**src/include/sab_pkg.sv**
```systemverilog
// Shared constants, types and decode helpers of the command/status block engine.
package sab_pkg;
    // Register byte offsets on the APB side.
    localparam logic [11:0] OFS_PB_BASE  = 12'h000; // Parameter block words 0x00 to 0x18.
    localparam logic [11:0] OFS_PB_LAST  = 12'h018; // Last parameter block word.
    localparam logic [11:0] OFS_CTRL     = 12'h020; // Start and structure mode.
    localparam logic [11:0] OFS_DECODE   = 12'h024; // Engine state, decoded kind and ID.
    localparam logic [11:0] OFS_SB_TAG   = 12'h040; // Status block word 0x00.
    localparam logic [11:0] OFS_SB_FLAGS = 12'h044; // Status block word 0x04.
    localparam logic [11:0] OFS_SB_INFO0 = 12'h048; // Status block word 0x08.
    localparam logic [11:0] OFS_SB_INFO1 = 12'h04C; // Status block word 0x0C.
    localparam logic [11:0] OFS_SB_COUNT = 12'h050; // Status blocks delivered so far.
    // Parameter block word indices.
    localparam int unsigned PB_WORDS     = 7;
    localparam logic [2:0]  PB_IDX_TAG   = 3'h0;
    localparam logic [2:0]  PB_IDX_OPT   = 3'h1;
    localparam logic [2:0]  PB_IDX_ADDR  = 3'h2;
    localparam logic [2:0]  PB_IDX_COUNT = 3'h3;
    localparam logic [2:0]  PB_IDX_CODE  = 3'h4;
    localparam logic [2:0]  PB_IDX_CDB0  = 3'h5;
    localparam logic [2:0]  PB_IDX_CDB1  = 3'h6;
    // Control register bit positions.
    localparam int unsigned CTRL_START   = 0;
    localparam int unsigned CTRL_LIST    = 1;
    // Target/adapter ID values.
    localparam logic [7:0]  ID_BOARD     = 8'hFF;
    localparam logic [7:0]  ID_SCSI_MAX  = 8'h0F;
    // Status word field positions: error in byte 2, flags in byte 3.
    localparam int unsigned SB_ERR_LSB   = 16;
    localparam int unsigned SB_FLG_LSB   = 24;
    // Flags byte bit positions.
    localparam int unsigned FLG_CMD_DONE  = 7;
    localparam int unsigned FLG_ERROR     = 6;
    localparam int unsigned FLG_RETRIED   = 5;
    localparam int unsigned FLG_SHORT     = 4;
    localparam int unsigned FLG_OVER      = 3;
    localparam int unsigned FLG_CONTINUED = 2;
    localparam int unsigned FLG_TMS       = 0;
    // Reset values.
    localparam logic [31:0] RST_WORD     = 32'h0000_0000;
    localparam logic [7:0]  RST_COUNT    = 8'h00;
    // Error code written for an ID outside both valid ranges.
    localparam logic [7:0]  ERR_BAD_ID   = 8'h01;

    // Decoded command kind.
    typedef enum logic [1:0] {
        KIND_BOARD = 2'b00,
        KIND_SCSI  = 2'b01,
        KIND_BAD   = 2'b10
    } sab_kind_t;

    // Engine sequencing states.
    typedef enum logic [2:0] {
        ST_IDLE     = 3'b000,
        ST_DECODE   = 3'b001,
        ST_DISPATCH = 3'b010,
        ST_WAIT     = 3'b011,
        ST_REPORT   = 3'b100
    } sab_state_t;

    // Classifies a target/adapter ID byte.
    function automatic sab_kind_t sab_id_kind(input logic [7:0] id);
        if (id == ID_BOARD) begin
            return KIND_BOARD;
        end else if (id <= ID_SCSI_MAX) begin
            return KIND_SCSI;
        end
        return KIND_BAD;
    endfunction : sab_id_kind
endpackage : sab_pkg

```
**src/include/sab_sb_if.sv**
```systemverilog
// Carrier between the command engine and the status block writer.
`timescale 1ns/1ps
interface sab_sb_if;
    logic        clear;  // Pulse: a new command starts, flags drop to zero.
    logic        wr;     // Pulse: write one status block.
    logic        busy;   // Writer is storing a block.
    logic [31:0] tag;    // Command tag to echo.
    logic [7:0]  err;    // Error code byte.
    logic [7:0]  flags;  // Flags byte.
    logic [31:0] info0;  // Status information word 0x08.
    logic [31:0] info1;  // Status information word 0x0C.
    modport src (output clear, wr, tag, err, flags, info0, info1, input busy);
    modport dst (input clear, wr, tag, err, flags, info0, info1, output busy);
endinterface : sab_sb_if

```
**src/hdl/sab_cmd_engine.sv**
```systemverilog
// Parameter block decoder and status block builder behind an APB slave.
//
// Overview of operation
// Echo parameter tag into every status block.
// Host keeps concurrent command tags unique.
// ID FFh runs a board-control command.
// ID 0 to 15 passes through to SCSI.
// Word 04h holds ID, options, address, count.
// Command code at 10h selects operation.
// Descriptor block content follows ID and code.
// Fixed status layout: tag, error, flags, info.
// Single structure gets one final status block.
// Command list may return several blocks.
// Flags byte bit layout, bit 1 zero.
// Target-mode bit only for target responses.
// Continued bit zero on first block.
// Over-request bit when device wants more.
// Short transfer bit when fewer bytes moved.
// Retried bit when retries were needed.
// Error bit on any failed command.
// Adapter-detected errors write an error code.
// Complete bit set only when finished.
// Initiator status and sense in info words.
// Flags byte written after other fields.
//
// The address map and the APB slave port are this design's own decisions.
`timescale 1ns/1ps
module sab_cmd_engine (
    // Clock and reset.
    input  wire logic        pclk,
    input  wire logic        presetn,

    // APB slave.
    input  wire logic        psel,
    input  wire logic        penable,
    input  wire logic        pwrite,
    input  wire logic [11:0] paddr,
    input  wire logic [31:0] pwdata,
    output logic [31:0]      prdata,
    output logic             pready,
    output logic             pslverr,

    // Dispatch towards the SCSI-side executor.
    output logic             disp_valid,
    input  wire logic        disp_ready,
    output logic             disp_board,
    output logic [3:0]       disp_id,
    output logic             disp_list,
    output logic [7:0]       disp_code,
    output logic [31:0]      disp_opt,
    output logic [31:0]      disp_addr,
    output logic [31:0]      disp_count,
    output logic [31:0]      disp_cdb0,
    output logic [31:0]      disp_cdb1,

    // Outcome reports from the executor.
    input  wire logic        res_valid,
    output logic             res_ready,
    input  wire logic        res_final,
    input  wire logic        res_error,
    input  wire logic [7:0]  res_err_code,
    input  wire logic        res_retried,
    input  wire logic        res_short,
    input  wire logic        res_over,
    input  wire logic        res_tms,
    input  wire logic        res_continued,
    input  wire logic [31:0] res_info0,
    input  wire logic [31:0] res_info1
);
    sab_sb_if sb ();                          // Link to the status block writer.

    // Parameter block.
    logic [31:0]        pb [sab_pkg::PB_WORDS];   // Parameter block words.
    logic [31:0]        next_pb [sab_pkg::PB_WORDS];

    // Engine state.
    sab_pkg::sab_state_t state;               // Engine state.
    sab_pkg::sab_state_t next_state;
    sab_pkg::sab_kind_t  kind;                // Kind of the running command.
    sab_pkg::sab_kind_t  next_kind;
    logic               list_mode;            // Command came through a list.
    logic               next_list_mode;
    logic               first_blk;            // No block stored yet for this command.
    logic               next_first_blk;

    // Read path.
    logic [31:0]        next_prdata;
    logic [31:0]        sb_tag;               // Stored status block words.
    logic [31:0]        sb_word1;
    logic [31:0]        sb_info0;
    logic [31:0]        sb_info1;
    logic [7:0]         sb_count;

    // Bus decode.
    logic               wr_cyc;               // APB write in its access phase.
    logic               rd_setup;             // APB read in its setup phase.
    logic               pb_hit;               // Address falls on a parameter word.
    logic [2:0]         pb_idx;               // Parameter word index.

    // Command control.
    logic               start_req;            // Software asks to run the block.
    logic               pass;                 // Running command is a pass-through.
    logic               take_res;             // Executor report is taken.
    logic               store_res;            // Taken report becomes a block.
    logic [7:0]         res_flags;            // Flags built from a report.

    // Status block storage with ordered field writes.
    sab_sb_writer u_writer (
        .pclk     (pclk),
        .presetn  (presetn),
        .sb       (sb.dst),
        .sb_tag   (sb_tag),
        .sb_word1 (sb_word1),
        .sb_info0 (sb_info0),
        .sb_info1 (sb_info1),
        .sb_count (sb_count)
    );

    // The slave answers without wait states.
    assign pready   = 1'b1;

    assign wr_cyc   = psel && penable && pwrite;
    assign rd_setup = psel && !penable && !pwrite;
    assign pb_idx   = paddr[4:2];
    assign pb_hit   = (paddr <= sab_pkg::OFS_PB_LAST) && (paddr[1:0] == 2'b00);

    // Unmapped or misaligned addresses answer with an error.
    always_comb begin
        pslverr = 1'b0;

        if (psel && penable) begin
            if (!pb_hit && paddr != sab_pkg::OFS_CTRL && paddr != sab_pkg::OFS_DECODE
                && paddr != sab_pkg::OFS_SB_TAG && paddr != sab_pkg::OFS_SB_FLAGS
                && paddr != sab_pkg::OFS_SB_INFO0 && paddr != sab_pkg::OFS_SB_INFO1
                && paddr != sab_pkg::OFS_SB_COUNT) begin
                pslverr = 1'b1;
            end
        end
    end

    // A start write is honoured only while the engine is idle.
    assign start_req = wr_cyc && (paddr == sab_pkg::OFS_CTRL)
                       && pwdata[sab_pkg::CTRL_START] && (state == sab_pkg::ST_IDLE);

    // Parameter block words take writes only while idle.
    always_comb begin
        for (int i = 0; i < sab_pkg::PB_WORDS; i++) begin
            next_pb[i] = pb[i];
        end

        if (wr_cyc && pb_hit && state == sab_pkg::ST_IDLE) begin
            // Host fills tag, ID/options/address/count, code and descriptor.
            next_pb[pb_idx] = pwdata;
        end
    end

    // Parameter block registers.
    always_ff @(posedge pclk or negedge presetn) begin
        if (!presetn) begin
            for (int i = 0; i < sab_pkg::PB_WORDS; i++) begin
                pb[i] <= sab_pkg::RST_WORD;
            end
        end else begin
            for (int i = 0; i < sab_pkg::PB_WORDS; i++) begin
                pb[i] <= next_pb[i];
            end
        end
    end

    // Read data is picked in the setup phase and held for the access phase.
    always_comb begin
        next_prdata = prdata;

        if (rd_setup) begin
            next_prdata = 32'h0000_0000;
            if (pb_hit) begin
                next_prdata = pb[pb_idx];
            end else begin
                case (paddr)
                    sab_pkg::OFS_CTRL: begin
                        next_prdata[sab_pkg::CTRL_LIST] = list_mode;
                    end
                    sab_pkg::OFS_DECODE: begin
                        next_prdata = {21'h0, state, 2'h0, kind, pb[sab_pkg::PB_IDX_OPT][3:0]};
                    end
                    sab_pkg::OFS_SB_TAG:   next_prdata = sb_tag;
                    sab_pkg::OFS_SB_FLAGS: next_prdata = sb_word1;
                    sab_pkg::OFS_SB_INFO0: next_prdata = sb_info0;
                    sab_pkg::OFS_SB_INFO1: next_prdata = sb_info1;
                    sab_pkg::OFS_SB_COUNT: next_prdata = {24'h0, sb_count};
                    default: begin
                        next_prdata = 32'h0000_0000;
                    end
                endcase
            end
        end
    end

    // Read data register.
    always_ff @(posedge pclk or negedge presetn) begin
        if (!presetn) begin
            prdata <= sab_pkg::RST_WORD;
        end else begin
            prdata <= next_prdata;
        end
    end

    // Outcome handshake and flag assembly.
    assign pass      = (kind == sab_pkg::KIND_SCSI);
    assign res_ready = (state == sab_pkg::ST_WAIT) && !sb.busy;
    assign take_res  = res_valid && res_ready;

    // A single structure keeps only the final block; a list keeps every block.
    assign store_res = take_res && (res_final || list_mode);

    // Flags byte from an executor report.
    always_comb begin
        res_flags = 8'h00;                                          // Bit 1 stays zero.
        res_flags[sab_pkg::FLG_CMD_DONE]  = res_final;
        res_flags[sab_pkg::FLG_ERROR]     = res_error;
        res_flags[sab_pkg::FLG_RETRIED]   = pass && res_retried;
        res_flags[sab_pkg::FLG_SHORT]     = pass && res_short;
        res_flags[sab_pkg::FLG_OVER]      = pass && res_over;
        res_flags[sab_pkg::FLG_CONTINUED] = pass && list_mode
                                            && !first_blk && res_continued;
        res_flags[sab_pkg::FLG_TMS]       = pass && res_tms;
    end

    // Block contents handed to the writer.
    always_comb begin
        sb.clear = start_req;
        sb.wr    = 1'b0;
        sb.tag   = pb[sab_pkg::PB_IDX_TAG];
        sb.err   = 8'h00;
        sb.flags = 8'h00;
        sb.info0 = 32'h0000_0000;
        sb.info1 = 32'h0000_0000;

        if (state == sab_pkg::ST_REPORT) begin
            // Bad ID: the adapter reports its own error and completes.
            sb.wr    = !sb.busy;
            sb.err   = sab_pkg::ERR_BAD_ID;
            sb.flags[sab_pkg::FLG_CMD_DONE] = 1'b1;
            sb.flags[sab_pkg::FLG_ERROR]    = 1'b1;
        end else if (store_res) begin
            sb.wr    = 1'b1;
            sb.err   = res_error ? res_err_code : 8'h00;
            sb.flags = res_flags;
            sb.info0 = res_info0;                                   // SCSI status and sense.
            sb.info1 = res_info1;
        end
    end

    // Dispatch ID and code come straight from the stored parameter block; board and list flags come from engine state.
    assign disp_valid = (state == sab_pkg::ST_DISPATCH);

    assign disp_board = (kind == sab_pkg::KIND_BOARD);
    assign disp_id    = pb[sab_pkg::PB_IDX_OPT][3:0];
    assign disp_list  = list_mode;
    assign disp_code  = pb[sab_pkg::PB_IDX_CODE][7:0];

    // Raw parameter words.
    assign disp_opt   = pb[sab_pkg::PB_IDX_OPT];
    assign disp_addr  = pb[sab_pkg::PB_IDX_ADDR];
    assign disp_count = pb[sab_pkg::PB_IDX_COUNT];
    assign disp_cdb0  = pb[sab_pkg::PB_IDX_CDB0];
    assign disp_cdb1  = pb[sab_pkg::PB_IDX_CDB1];

    // Engine sequencing.
    always_comb begin
        next_state     = state;
        next_kind      = kind;
        next_list_mode = list_mode;
        next_first_blk = first_blk;

        case (state)
            sab_pkg::ST_IDLE: begin
                if (start_req) begin
                    // Latch structure type; flags cleared before execution.
                    next_list_mode = pwdata[sab_pkg::CTRL_LIST];
                    next_first_blk = 1'b1;
                    next_state     = sab_pkg::ST_DECODE;
                end
            end

            sab_pkg::ST_DECODE: begin
                // ID byte selects board-control, pass-through or error.
                next_kind = sab_pkg::sab_id_kind(pb[sab_pkg::PB_IDX_OPT][7:0]);

                if (next_kind == sab_pkg::KIND_BAD) begin
                    next_state = sab_pkg::ST_REPORT;
                end else begin
                    next_state = sab_pkg::ST_DISPATCH;
                end
            end

            sab_pkg::ST_DISPATCH: begin
                // The request holds until taken.
                if (disp_ready) begin
                    next_state = sab_pkg::ST_WAIT;
                end
            end

            sab_pkg::ST_WAIT: begin
                if (store_res) begin
                    next_first_blk = 1'b0;
                end
                // The final report ends it.
                if (take_res && res_final) begin
                    next_state = sab_pkg::ST_IDLE;
                end
            end

            sab_pkg::ST_REPORT: begin
                // Waits for a free writer.
                if (!sb.busy) begin
                    next_state = sab_pkg::ST_IDLE;
                end
            end

            default: begin
                next_state = sab_pkg::ST_IDLE;
            end
        endcase
    end

    // Engine state registers.
    always_ff @(posedge pclk or negedge presetn) begin
        if (!presetn) begin
            // No command runs after reset.
            state     <= sab_pkg::ST_IDLE;
            kind      <= sab_pkg::KIND_BOARD;
            list_mode <= 1'b0;
            first_blk <= 1'b1;
        end else begin
            state     <= next_state;
            kind      <= next_kind;
            list_mode <= next_list_mode;
            first_blk <= next_first_blk;
        end
    end
endmodule : sab_cmd_engine

```
**src/hdl/sab_sb_writer.sv**
```systemverilog
// Status block store that lands the flags byte after all other fields.
`timescale 1ns/1ps
module sab_sb_writer (
    input  wire logic  pclk,
    input  wire logic  presetn,
    sab_sb_if.dst      sb,
    output logic [31:0] sb_tag,
    output logic [31:0] sb_word1,
    output logic [31:0] sb_info0,
    output logic [31:0] sb_info1,
    output logic [7:0]  sb_count
);
    logic        phase;       // High in the cycle that stores the flags byte.
    logic        next_phase;  // Next phase.
    logic [7:0]  flg_hold;    // Flags waiting for their own write cycle.
    logic [7:0]  next_flg_hold;
    logic [31:0] next_tag;
    logic [31:0] next_word1;
    logic [31:0] next_info0;
    logic [31:0] next_info1;
    logic [7:0]  next_count;

    assign sb.busy = phase;

    // Fields first, then the flags byte one cycle later.
    always_comb begin
        next_phase    = 1'b0;
        next_flg_hold = flg_hold;
        next_tag      = sb_tag;
        next_word1    = sb_word1;
        next_info0    = sb_info0;
        next_info1    = sb_info1;
        next_count    = sb_count;
        if (sb.clear) begin
            // A new command restarts the block count with complete clear.
            next_word1 = sab_pkg::RST_WORD;
            next_count = sab_pkg::RST_COUNT;
        end else if (phase) begin
            // The flags byte lands last, so polling never sees stale fields.
            next_word1[sab_pkg::SB_FLG_LSB +: 8] = flg_hold;
            next_count = sb_count + 8'h01;
        end else if (sb.wr) begin
            // Tag echo, error byte and status words go first.
            next_tag   = sb.tag;
            next_word1[sab_pkg::SB_ERR_LSB +: 8] = sb.err;
            next_info0 = sb.info0;
            next_info1 = sb.info1;
            next_flg_hold = sb.flags;
            next_phase = 1'b1;
        end
    end

    // Registers of the status block.
    always_ff @(posedge pclk or negedge presetn) begin
        if (!presetn) begin
            phase    <= 1'b0;
            flg_hold <= 8'h00;
            sb_tag   <= sab_pkg::RST_WORD;
            sb_word1 <= sab_pkg::RST_WORD;
            sb_info0 <= sab_pkg::RST_WORD;
            sb_info1 <= sab_pkg::RST_WORD;
            sb_count <= sab_pkg::RST_COUNT;
        end else begin
            phase    <= next_phase;
            flg_hold <= next_flg_hold;
            sb_tag   <= next_tag;
            sb_word1 <= next_word1;
            sb_info0 <= next_info0;
            sb_info1 <= next_info1;
            sb_count <= next_count;
        end
    end
endmodule : sab_sb_writer

```
**config.mk**
```make
export PLATFORM = sky130hd
export DESIGN_NAME = sab_cmd_engine
export DESIGN_NICKNAME = d
export VERILOG_FILES = /design/src/include/sab_pkg.sv /design/src/include/sab_sb_if.sv /design/src/hdl/sab_cmd_engine.sv /design/src/hdl/sab_sb_writer.sv
export SDC_FILE = /design/constraint.sdc
export NUM_CORES = 1
export LEC_CHECK = 0
export BUFFER_PORTS_ARGS = -buffer_cell sky130_fd_sc_hd__buf_2
export CAP_MARGIN = 30
export CORE_AREA = 2 2 226 228
export DETAILED_ROUTE_END_ITERATION = 10
export DIE_AREA = 0 0 228 230
export MAX_ROUTING_LAYER = met4
export PLACE_DENSITY = 0.59
export SYNTH_ARGS = -nofsm -noshare
export SYNTH_HDL_FRONTEND = slang
export SYNTH_HIERARCHICAL = 1
export SYNTH_SLANG_ARGS = --single-unit
```
**constraint.sdc**
```tcl
create_clock -name pclk -period 6.35 [get_ports pclk]
set_input_delay 0.3175 -clock pclk [delete_from_list [all_inputs] [get_ports pclk]]
set_output_delay 0.3175 -clock pclk [all_outputs]
set_load 0.02 [all_outputs]
```
# ---- Word-level counts from Yosys, hierarchy flattened
# Cells that the tools add are included.
dict set report word_totals {
  input_bits 130
  reg_bits 392
}
dict set report op_classes {
  n_addsub 1
  muxes 49
  order_cmp 4
  eq_ne 27
  bitwise_logic 3
  reduce_logical 46
}
# cell n
set ops {}
lappend ops {{32-bit 2-to-1 mux} 8}
lappend ops {{224-bit bitwise mux} 1}
lappend ops {{30-bit one-hot mux with 6 select lines} 1}
lappend ops {{32-bit binary-select mux with 3-bit select} 1}
lappend ops {{32-bit demux with 3-bit select} 1}
lappend ops {{8-bit 2-to-1 mux} 9}
lappend ops {{12-bit by 7-bit == test with 1-bit output, second input constant} 5}
lappend ops {{12-bit by 7-bit inequality test with 1-bit output, second input constant} 5}
lappend ops {{1-bit logical AND} 29}
lappend ops {{12-bit by 6-bit == test with 1-bit output, second input constant} 2}
lappend ops {{12-bit by 6-bit inequality test with 1-bit output, second input constant} 2}
lappend ops {{16-bit 2-to-1 mux} 1}
lappend ops {{3-bit 2-to-1 mux} 5}
lappend ops {{3-bit one-hot mux with 5 select lines} 1}
lappend ops {{12-bit by 5-bit less-or-equal comparator with 1-bit output, second input constant} 1}
lappend ops {{1-bit 2-to-1 mux} 12}
lappend ops {{2-bit 2-to-1 mux} 5}
lappend ops {{8-bit by 1-bit adder with 8-bit output, second input constant} 1}
lappend ops {{8-bit == test, second input constant} 1}
lappend ops {{8-bit by 4-bit less-or-equal comparator with 1-bit output, second input constant} 1}
lappend ops {{2-bit inequality test, second input constant} 4}
lappend ops {{3-bit by 2-bit == test with 1-bit output, second input constant} 2}
lappend ops {{6-bit 2-to-1 mux} 1}
lappend ops {{1-bit one-hot mux with 6 select lines} 1}
lappend ops {{19 further kinds} 30}

# ---- Depth between registers and ports, before layout
# Gate-level depths: netlist of the first run.
dict set report depth {
  ltp_word 12
  ltp_mapped 10
}

# ---- Cells and area by module
# The synthesis of the first run kept the hierarchy.
# module seq_area_each_um2 area_each_um2 n_inst cells_per_inst
set modules_own_cells {}
lappend modules_own_cells {sab_cmd_engine 6582.6 14575.2 1 1260}
lappend modules_own_cells {sab_sb_writer 3228.1 5313.8 1 338}

# ---- Least setup slack after synthesis of the first run
# No wires, ideal clock.
dict set report synth_timing {
  path_type {reg-to-reg}
  startpoint {register state[1]}
  endpoint {register u_writer.sb_info0[0]}
  required_time_ns 6.225
  arrival_ns 2.224
  setup_slack_ns 4.001
  setup_time_ns 0.125
  path_stages_with_launch 11
  period_less_slack_ns 2.349
  n_path_buf 4
  path_cell_list {dfrtp_1 clkbuf_1 and4bb_2 nand2_1 o22ai_1 nand2b_4 buf_6 nor2_8 buf_8 buf_12 mux2_4}
}
dict set report synth_via {
  elab_chain_len 7
}
# element line_no
set synth_rtl {}
lappend synth_rtl {{start, declared} sab_cmd_engine.sv:77} ;# sab_pkg::sab_state_t state;
lappend synth_rtl {{start signal, assigned} sab_cmd_engine.sv:331} ;# state <= sab_pkg::ST_IDLE;
lappend synth_rtl {{start signal, assigned} sab_cmd_engine.sv:336} ;# state <= next_state;
lappend synth_rtl {{3-bit by 2-bit == test with 1-bit output} sab_cmd_engine.sv:210} ;# assign res_ready = (state == sab_pkg::ST_WAIT) && !sb.busy;
lappend synth_rtl {{1-bit logical AND} sab_cmd_engine.sv:210}
lappend synth_rtl {{named net res_ready} sab_cmd_engine.sv:58} ;# output logic res_ready,
lappend synth_rtl {{1-bit logical AND} sab_cmd_engine.sv:211} ;# assign take_res = res_valid && res_ready;
lappend synth_rtl {{1-bit logical AND} sab_cmd_engine.sv:214} ;# assign store_res = take_res && (res_final || list_mode);
lappend synth_rtl {{1-bit 2-to-1 mux} sab_cmd_engine.sv:245} ;# end else if (store_res) begin
lappend synth_rtl {{1-bit 2-to-1 mux} sab_cmd_engine.sv:239} ;# if (state == sab_pkg::ST_REPORT) begin
lappend synth_rtl {{named net sb.wr} sab_sb_if.sv:5} ;# logic wr;
lappend synth_rtl {{3-bit AND reduction (no source line)} -}
lappend synth_rtl {{end signal, assigned} sab_sb_writer.sv:60} ;# sb_info0 <= sab_pkg::RST_WORD;
lappend synth_rtl {{end signal, assigned} sab_sb_writer.sv:68} ;# sb_info0 <= next_info0;
lappend synth_rtl {{end, declared} sab_sb_writer.sv:9} ;# output logic [31:0] sb_info0,
# The timed path passes the listed nets, and every way through them passes these cells.
# A chain may end at the register's enable or synchronous reset.

# ---- Worst setup path after layout of the first run
dict set report layout_timing {
  startpoint {input paddr[3]}
  endpoint {register pb (netlist bit disp_opt[13])}
}
dict set report layout_via {
  elab_chain_len 6
}
# element line_no
set layout_rtl {}
lappend layout_rtl {{start, declared} sab_cmd_engine.sv:37} ;# input wire logic [11:0] paddr,
lappend layout_rtl {{3-bit inverter with 4-bit output (implied by the code)} sab_cmd_engine.sv:153} ;# next_pb[pb_idx] = pwdata;
lappend layout_rtl {{4-bit greater-or-equal comparator (implied by the code) or 4-bit by 1-bit less-than comparator with 1-bit output (tied branches)} sab_cmd_engine.sv:153}
lappend layout_rtl {{1-bit logical AND (implied by the code)} sab_cmd_engine.sv:153}
lappend layout_rtl {{32-bit 2-to-1 mux (implied by the code)} sab_cmd_engine.sv:153}
lappend layout_rtl {{32-bit demux with 3-bit select} sab_cmd_engine.sv:153}
lappend layout_rtl {{224-bit bitwise mux} sab_cmd_engine.sv:153}
lappend layout_rtl {{end signal, assigned by index} sab_cmd_engine.sv:161} ;# pb[i] <= sab_pkg::RST_WORD;
lappend layout_rtl {{end signal, assigned by index} sab_cmd_engine.sv:165} ;# pb[i] <= next_pb[i];
lappend layout_rtl {{end, declared} sab_cmd_engine.sv:73} ;# logic [31:0] pb [sab_pkg::PB_WORDS];
# Several ways; a longest one is shown, not always the timed one.

==> results of run 1 <==
## worst max-delay path by stage
stage	from	endpoint	slack [ns]	cells after the start
floorplan	state[1]	u_writer/sb_info0[0]	4.00	10
detailed placement	paddr[3]	disp_opt[13]	2.46	7
global placement	paddr[3]	disp_opt[15]	2.54	7
global route	state[2]	disp_cdb0[17]	2.94	6
CTS	state[2]	pb[90]	2.86	6
finish	paddr[3]	disp_opt[13]	3.08	7
## cells in the final DEF, fill, tap and decap left out, drive strengths merged, types with 5 or more instances in the layout
| cell type | synthesis | final |
|---|---|---|
| dfrtp | 391 | 391 |
| buf | 245 | 363 |
| mux2 | 332 | 332 |
| nor2 | 80 | 80 |
| clkbuf | 45 | 72 |
| mux2i | 68 | 68 |
| nand2 | 67 | 67 |
| and2 | 64 | 64 |
| o211ai | 51 | 51 |
| a21oi | 47 | 47 |
| mux4 | 27 | 27 |
| a31oi | 26 | 26 |
| a222oi | 22 | 22 |
| conb | 3 | 18 |
| nand3 | 17 | 17 |
| a22oi | 14 | 14 |
| and3 | 12 | 12 |
| o21ai | 9 | 9 |
| nor3 | 9 | 9 |
| nor2b | 8 | 8 |
| clkinv | 0 | 6 |
| inv | 4 | 6 |
| bufinv | 0 | 5 |
| and4 | 5 | 5 |
## cell families (layout without fill, tap and decap cells)
family | Yosys count | after routing | synth area share (%)
AND/OR/NAND/NOR | 290 | 290 | 7.58
AO/OA/AOI/OAI | 187 | 187 | 6.55
XOR/XNOR | 4 | 4 | 0.176
buffers and inverters | 294 | 453 | 10.0
other | 3 | 20 | 0.0566
adder cells (fa/ha/maj) | 1 | 1 | 0.0629
multiplexers | 427 | 427 | 26.2
flip-flops | 392 | 392 | 49.3
## per-layer routing
layer / vias to the layer above / global-route usage, % / wire length [µm]
li1: 5835 / - / -
met1: 6842 / 31.0 / 26700
met2: 445 / 34.5 / 27400
met3: 87 / 4.34 / 3550
met4: 0 / 7.46 / 1570
met5: - / - / 0
## power by group through the flow
stage                     clock [W]  combinational, W  sequential (W)
after floorplan                   0          0.000404         0.00275
after global placement            0          0.000658         0.00275
after detailed placement          0          0.000672         0.00275
after CTS                   0.00281          0.000676         0.00271
after global routing        0.00291          0.000727         0.00272
final                       0.00275          0.000670         0.00271
## flip-flops by register name (all words and copies together) (netlist names), 32 cells and up
name / flops
u_writer/sb_info0: 32
sb.tag: 32
disp_cdb0: 32
disp_opt: 32
disp_count: 32
u_writer/sb_tag: 32
disp_cdb1: 32
u_writer/sb_info1: 32
prdata: 32
disp_addr: 32
## per-stage QoR
step	worst slack [ns]	instances	hold slack (ns)	util [%]	power, W
after detailed placement	2.46	2357	0.435	41.8	0.00342
after global placement	2.54	2354	0.442	41.6	0.00341
final	3.08	2446	0.0474	45.0	0.00613
after CTS	2.86	2443	0.0141	45.0	0.00620
after global routing	2.94	2445	0.0469	45.0	0.00636
after floorplan	4.00	1613	0.0219	-	0.00315
## area by class of cell
class	instances	area (µm²)
fill	4686	27400
sequential	392	9810
multi-input combinational	927	8210
timing repair buffer	364	1980
clock buffer	72	1370
tap	672	841
clock inverter	13	209
inverter	4	15.0
antenna	2	5.00
## worst max-delay path: stages
cell	delay, ns
buf_4	0.63
buf_4	0.79
nor2b_4	0.28
buf_4	0.37
nand2_2	0.41
buf_4	0.42
mux2_2	0.39
## what timing repair did
| action | CTS | global route |
|---|---|---|
| hold endpoints to repair | 101 | 0 |
| setup endpoints to repair | 0 | 0 |
| hold buffers | 1 | 0 |
==> summary.txt, run 1 <==
Worst Min Path Start -> pwdata[4]
Worst hold path endpoint -> disp_cdb0[4]
# resized after CTS -> 0
TritonRoute pass-1 iters -> 6
Setup_tns -> 0 ns
Pleak -> 11.2 nW
Tot GR Track Use -> 22.8%
Row Count -> 82
Crit Reg-Reg Endpoint -> disp_cdb0[27]
Clk sinks -> 392
Die area -> 0.0524 mm²
YS warnings -> 6
CTS tree -> done
Number of max-cap violations -> 0
Worst r2r src -> state[2]
Root Driver -> clkbuf_16
Area post-placement -> 0.0208 mm²
Post-synth ARST share -> 100%
Commonest cells post-synth -> 391 x dfrtp_1, 282 x mux2_2, 199 x buf_4
Reg clk slew, reported paths -> 0.06 ns
Int Power -> 0.00456 W
CP max FO -> 47
Most area-consuming cells after synthesis -> dfrtp_1 49%, mux2_2 16%, buf_4 7.5%
Largest area contributor in the netlist -> dfrtp_1
Fin crit share -> 51.6%
Max Freq -> 305 MHz
R2R Setup Slk -> 3.13 ns
Setup CP Type -> in2reg
Clock power share -> 44.9%
Initial DRC count -> 972
Post-route ant nets -> 0
Combinational share of power -> 10.9%
Yosys reg bits -> 392
Worst IR Drop VDD -> 0.000180 V
HP Class -> in2reg
P per Cell Area -> 273 mW/mm²
Number of synthesized flops with an enable pin -> 0
First-pass GRT wire length -> 87900 µm
Ports -> 340
Die W -> 228 µm
NumNets Final -> 1866
Hold depth -> 2
Seq/Total Area, Yosys -> 49.3%
Worst Skew -> 0.0317 ns
Period minus WS final -> 3.27 ns
Initial antenna violation count -> 1
Routed WL per cell -> 24.2 µm
Final instance area -> 0.0224 mm²
Status -> finished, final reports clean
CP Data Arrival Time -> 3.73 ns
CTS buffer count -> 46
Max Transition Viols Final -> 0
Initial Util -> 39.9%
Reg2reg path depth -> 6
NetSw -> 0.00157 W
Nature of the critical path endpoint -> register
Syn avg cell area -> 12.4 µm²
DRC viols -> 0
Sequential power share -> 44.2%
Post-synth cell types -> 58
Sw Share -> 25.6%
Largest net degree at the start of global routing -> 188
Port buffer count -> 338
Routed via count -> 13200
Final hold vios -> 0
RSZ-0062 raised after global routing -> false
Core Area -> 0.0499 mm²
Clk_lat worst skew -> 0.60 ns
Vias in the first global route -> 13400
# H-tree levels -> 2
GRT overflow -> 0
Mapped Area -> 0.0199 mm²
DP HPWL -> 40200 µm
Setup Viol. Count Final -> 0
Most used flip-flop cell after synthesis -> dfrtp_1
Layout cells sized above 1 -> 46.2%
Post-Route WL -> 59200 µm
Area growth syn-to-layout -> 12.8%
Count leader, synth -> dfrtp_1
Syn Inst Count -> 1598
Worst path required time -> 6.80 ns
CTS max path bufs -> 3
Final GP Congestion -> 0.865
Setup bufs post-CTS -> 0
Vias per inst -> 5.40
Worst Tran Pin Value -> 1.07 ns
Worst relative slew slack -> 28.5%
Startpoint Class -> input port
Die H -> 230 µm
Synth top area share -> 49.2%
No activity file was read; power rests on OpenSTA's default activity.
==> run 2: changes to the inputs <==
==> constraint.sdc (replaced) <==
create_clock -name pclk -period 3.3 [get_ports pclk]
set_input_delay 0.165 -clock pclk [delete_from_list [all_inputs] [get_ports pclk]]
set_output_delay 0.165 -clock pclk [all_outputs]
set_load 0.02 [all_outputs]
==> run 2 against run 1 <==
Register-to-register slack got worse by 2.8 ns; global-route usage rose by 0.64 points; combinational power increased by 110%; hold slack got worse by 0.0058 ns; sequential cell count is the same; setup slack lost 2.7 ns; via count increased by 3.0%; critical path depth unchanged; critical path type is now reg2reg.
==> summary.txt, run 2 (synthesis gave the netlist of run 1 again) <==
Worst Skew -> 0.0408 ns (was 0.0317 ns)
Setup Viol. Count Final -> 0 (unchanged)
Largest net degree at the start of global routing -> 111 (was 188)
Port buffer count -> 338 (unchanged)
Post-Route WL -> 60500 µm (was 59200 µm)
Clk sinks -> 392 (unchanged)
Final Worst Setup Slack -> 0.371 ns (was 3.08 ns)
Initial DRC count -> 1000 (was 972)
Period minus WS final -> 2.93 ns
CP Data Arrival Time -> 3.37 ns (was 3.73 ns)
Max Transition Viols Final -> 0 (unchanged)
Layout cells sized above 1 -> 44.0% (was 46.2%)
Die area -> 0.0524 mm² (unchanged)
# H-tree levels -> 2 (unchanged)
Post-route ant nets -> 0 (unchanged)
Area growth syn-to-layout -> 18.8% (was 12.8%)
Vias in the first global route -> 14100 (was 13400)
R2R Setup Slk -> 0.37 ns (was 3.13 ns)
Hold depth -> 2 (unchanged)
Worst Tran Pin Value -> 0.995 ns (was 1.07 ns)
Reg clk slew, reported paths -> 0.06 ns (about the same)
TritonRoute pass-1 iters -> 6 (unchanged)
Reg2reg path depth -> 7 (was 6)
Root Driver -> clkbuf_16 (unchanged)
Worst IR Drop VDD -> 0.000427 V (was 0.000180 V)
Post-Route Utilization -> 47.4% (was 45.0%)
CTS buffer count -> 46 (unchanged)
CTS max path bufs -> 3 (unchanged)
Final GP Congestion -> 0.878 (was 0.865)
Clk_lat worst skew -> 0.59 ns (was 0.60 ns)
GRT overflow -> 0 (unchanged)
Pre-CTS setup slack -> 0.126 ns (was 2.46 ns)
Final hold vios -> 0 (unchanged)
P per Cell Area -> 502 mW/mm² (was 273 mW/mm²)
Most frequent cells in the layout -> 391 x dfrtp_1, 335 x buf_2, 282 x mux2_2 (unchanged)
Max Freq -> 341 MHz
Status -> finished, final reports clean (unchanged)
Tot GR Track Use -> 23.5% (was 22.8%)
Worst path required time -> 3.74 ns (was 6.80 ns)
Setup bufs post-CTS -> 0 (unchanged)
Die H -> 230 µm (unchanged)
Core Area -> 0.0499 mm² (unchanged)
Fin crit share -> 88.8%
Routed WL per cell -> 23.5 µm (was 24.2 µm)
Initial Util -> 39.9% (unchanged)
Die W -> 228 µm (unchanged)
DRC viols -> 0 (unchanged)
Routed via count -> 13600 (was 13200)
CTS tree -> done (unchanged)
Row Count -> 82 (unchanged)
Nature of the critical path endpoint -> register (unchanged)
First-pass GRT wire length -> 91000 µm (was 87900 µm)
CP max FO -> 60 (was 47)
Worst relative slew slack -> 33.5% (was 28.5%)
NumNets Final -> 1991 (was 1866)
HP Class -> in2reg (unchanged)
Ports -> 340 (unchanged)
RSZ-0062 raised after global routing -> false (unchanged)
DP HPWL -> 40400 µm (was 40200 µm)
Vias per inst -> 5.29 (was 5.40)
Initial antenna violation count -> 5 (was 1)
Pleak -> 11.7 nW (was 11.2 nW)
# resized after CTS -> 0 (unchanged)
Commonest non-fill, non-tap cell in the layout -> dfrtp_1 (unchanged)
Startpoint Class -> register (was input port)
Number of max-cap violations -> 0 (unchanged)
Setup CP Type -> reg2reg (was in2reg)
Setup_tns -> 0 ns (unchanged)
run 2: per-layer routing:
| metal | share of wire [%] | track usage, % | up-vias |
|---|---|---|---|
| li1 | - | - | 6077 |
| met1 | 45 | 31.4 | 6993 |
| met2 | 46 | 36.0 | 444 |
| met3 | 6.1 | 5.10 | 92 |
| met4 | 2.7 | 6.72 | 0 |
| met5 | 0 | - | - |
run 2: critical path, stage by stage, from the launching register on:
cell and delay [ns]:
dfrtp_1 0.51, and4bb_2 0.30, nand2_1 0.14, o22ai_1 0.32, nand2b_4 0.20, nor2_8 0.45
buf_12 0.40, mux2_2 0.39
run 2: report_power, final:
group	total, W	internal, W	switching, W
Combinational	0.00142	0.000602	0.000819
Sequential	0.00520	0.00502	0.000177
Clock	0.00525	0.00318	0.00207
run 2: worst paths after layout:
kind                            from                  end
setup / recovery            state[0]  u_writer/sb_tag[25]
hold / removal             pwdata[0]            sb.tag[0]
setup reg to reg            state[0]  u_writer/sb_tag[25]
hold reg to reg               pb[94]               pb[94]
max in group asynchronous    presetn        disp_cdb0[17]
min in group asynchronous    presetn               pb[83]
run 2: final cells by class:
cell class / count / area [µm²]
Sequential cell: 392 / 9810
Antenna cell: 5 / 12.5
Fill cell: 4645 / 26200
Clock buffer: 69 / 1370
Multi-Input combinational cell: 928 / 8220
Tap cell: 672 / 841
Clock inverter: 14 / 195
Timing Repair Buffer: 488 / 3170
Inverter: 4 / 15.0
run 2: what timing repair did:
action	in CTS	in global routing
hold buffers	111	0
setup endpoints to repair	0	60
hold endpoints to repair	358	0
run 2: metrics by stage:
stage                     cell area (µm²)  power, W  hold slack (ns)  cells
after floorplan                     19900   0.00606           -0.131   1613
final                               23600    0.0119           0.0416   2572
after CTS                           23600    0.0120          0.00554   2566
after detailed placement            20900   0.00659            0.159   2372
after global routing                23600    0.0124           0.0239   2571
after global placement              20900   0.00656            0.155   2372
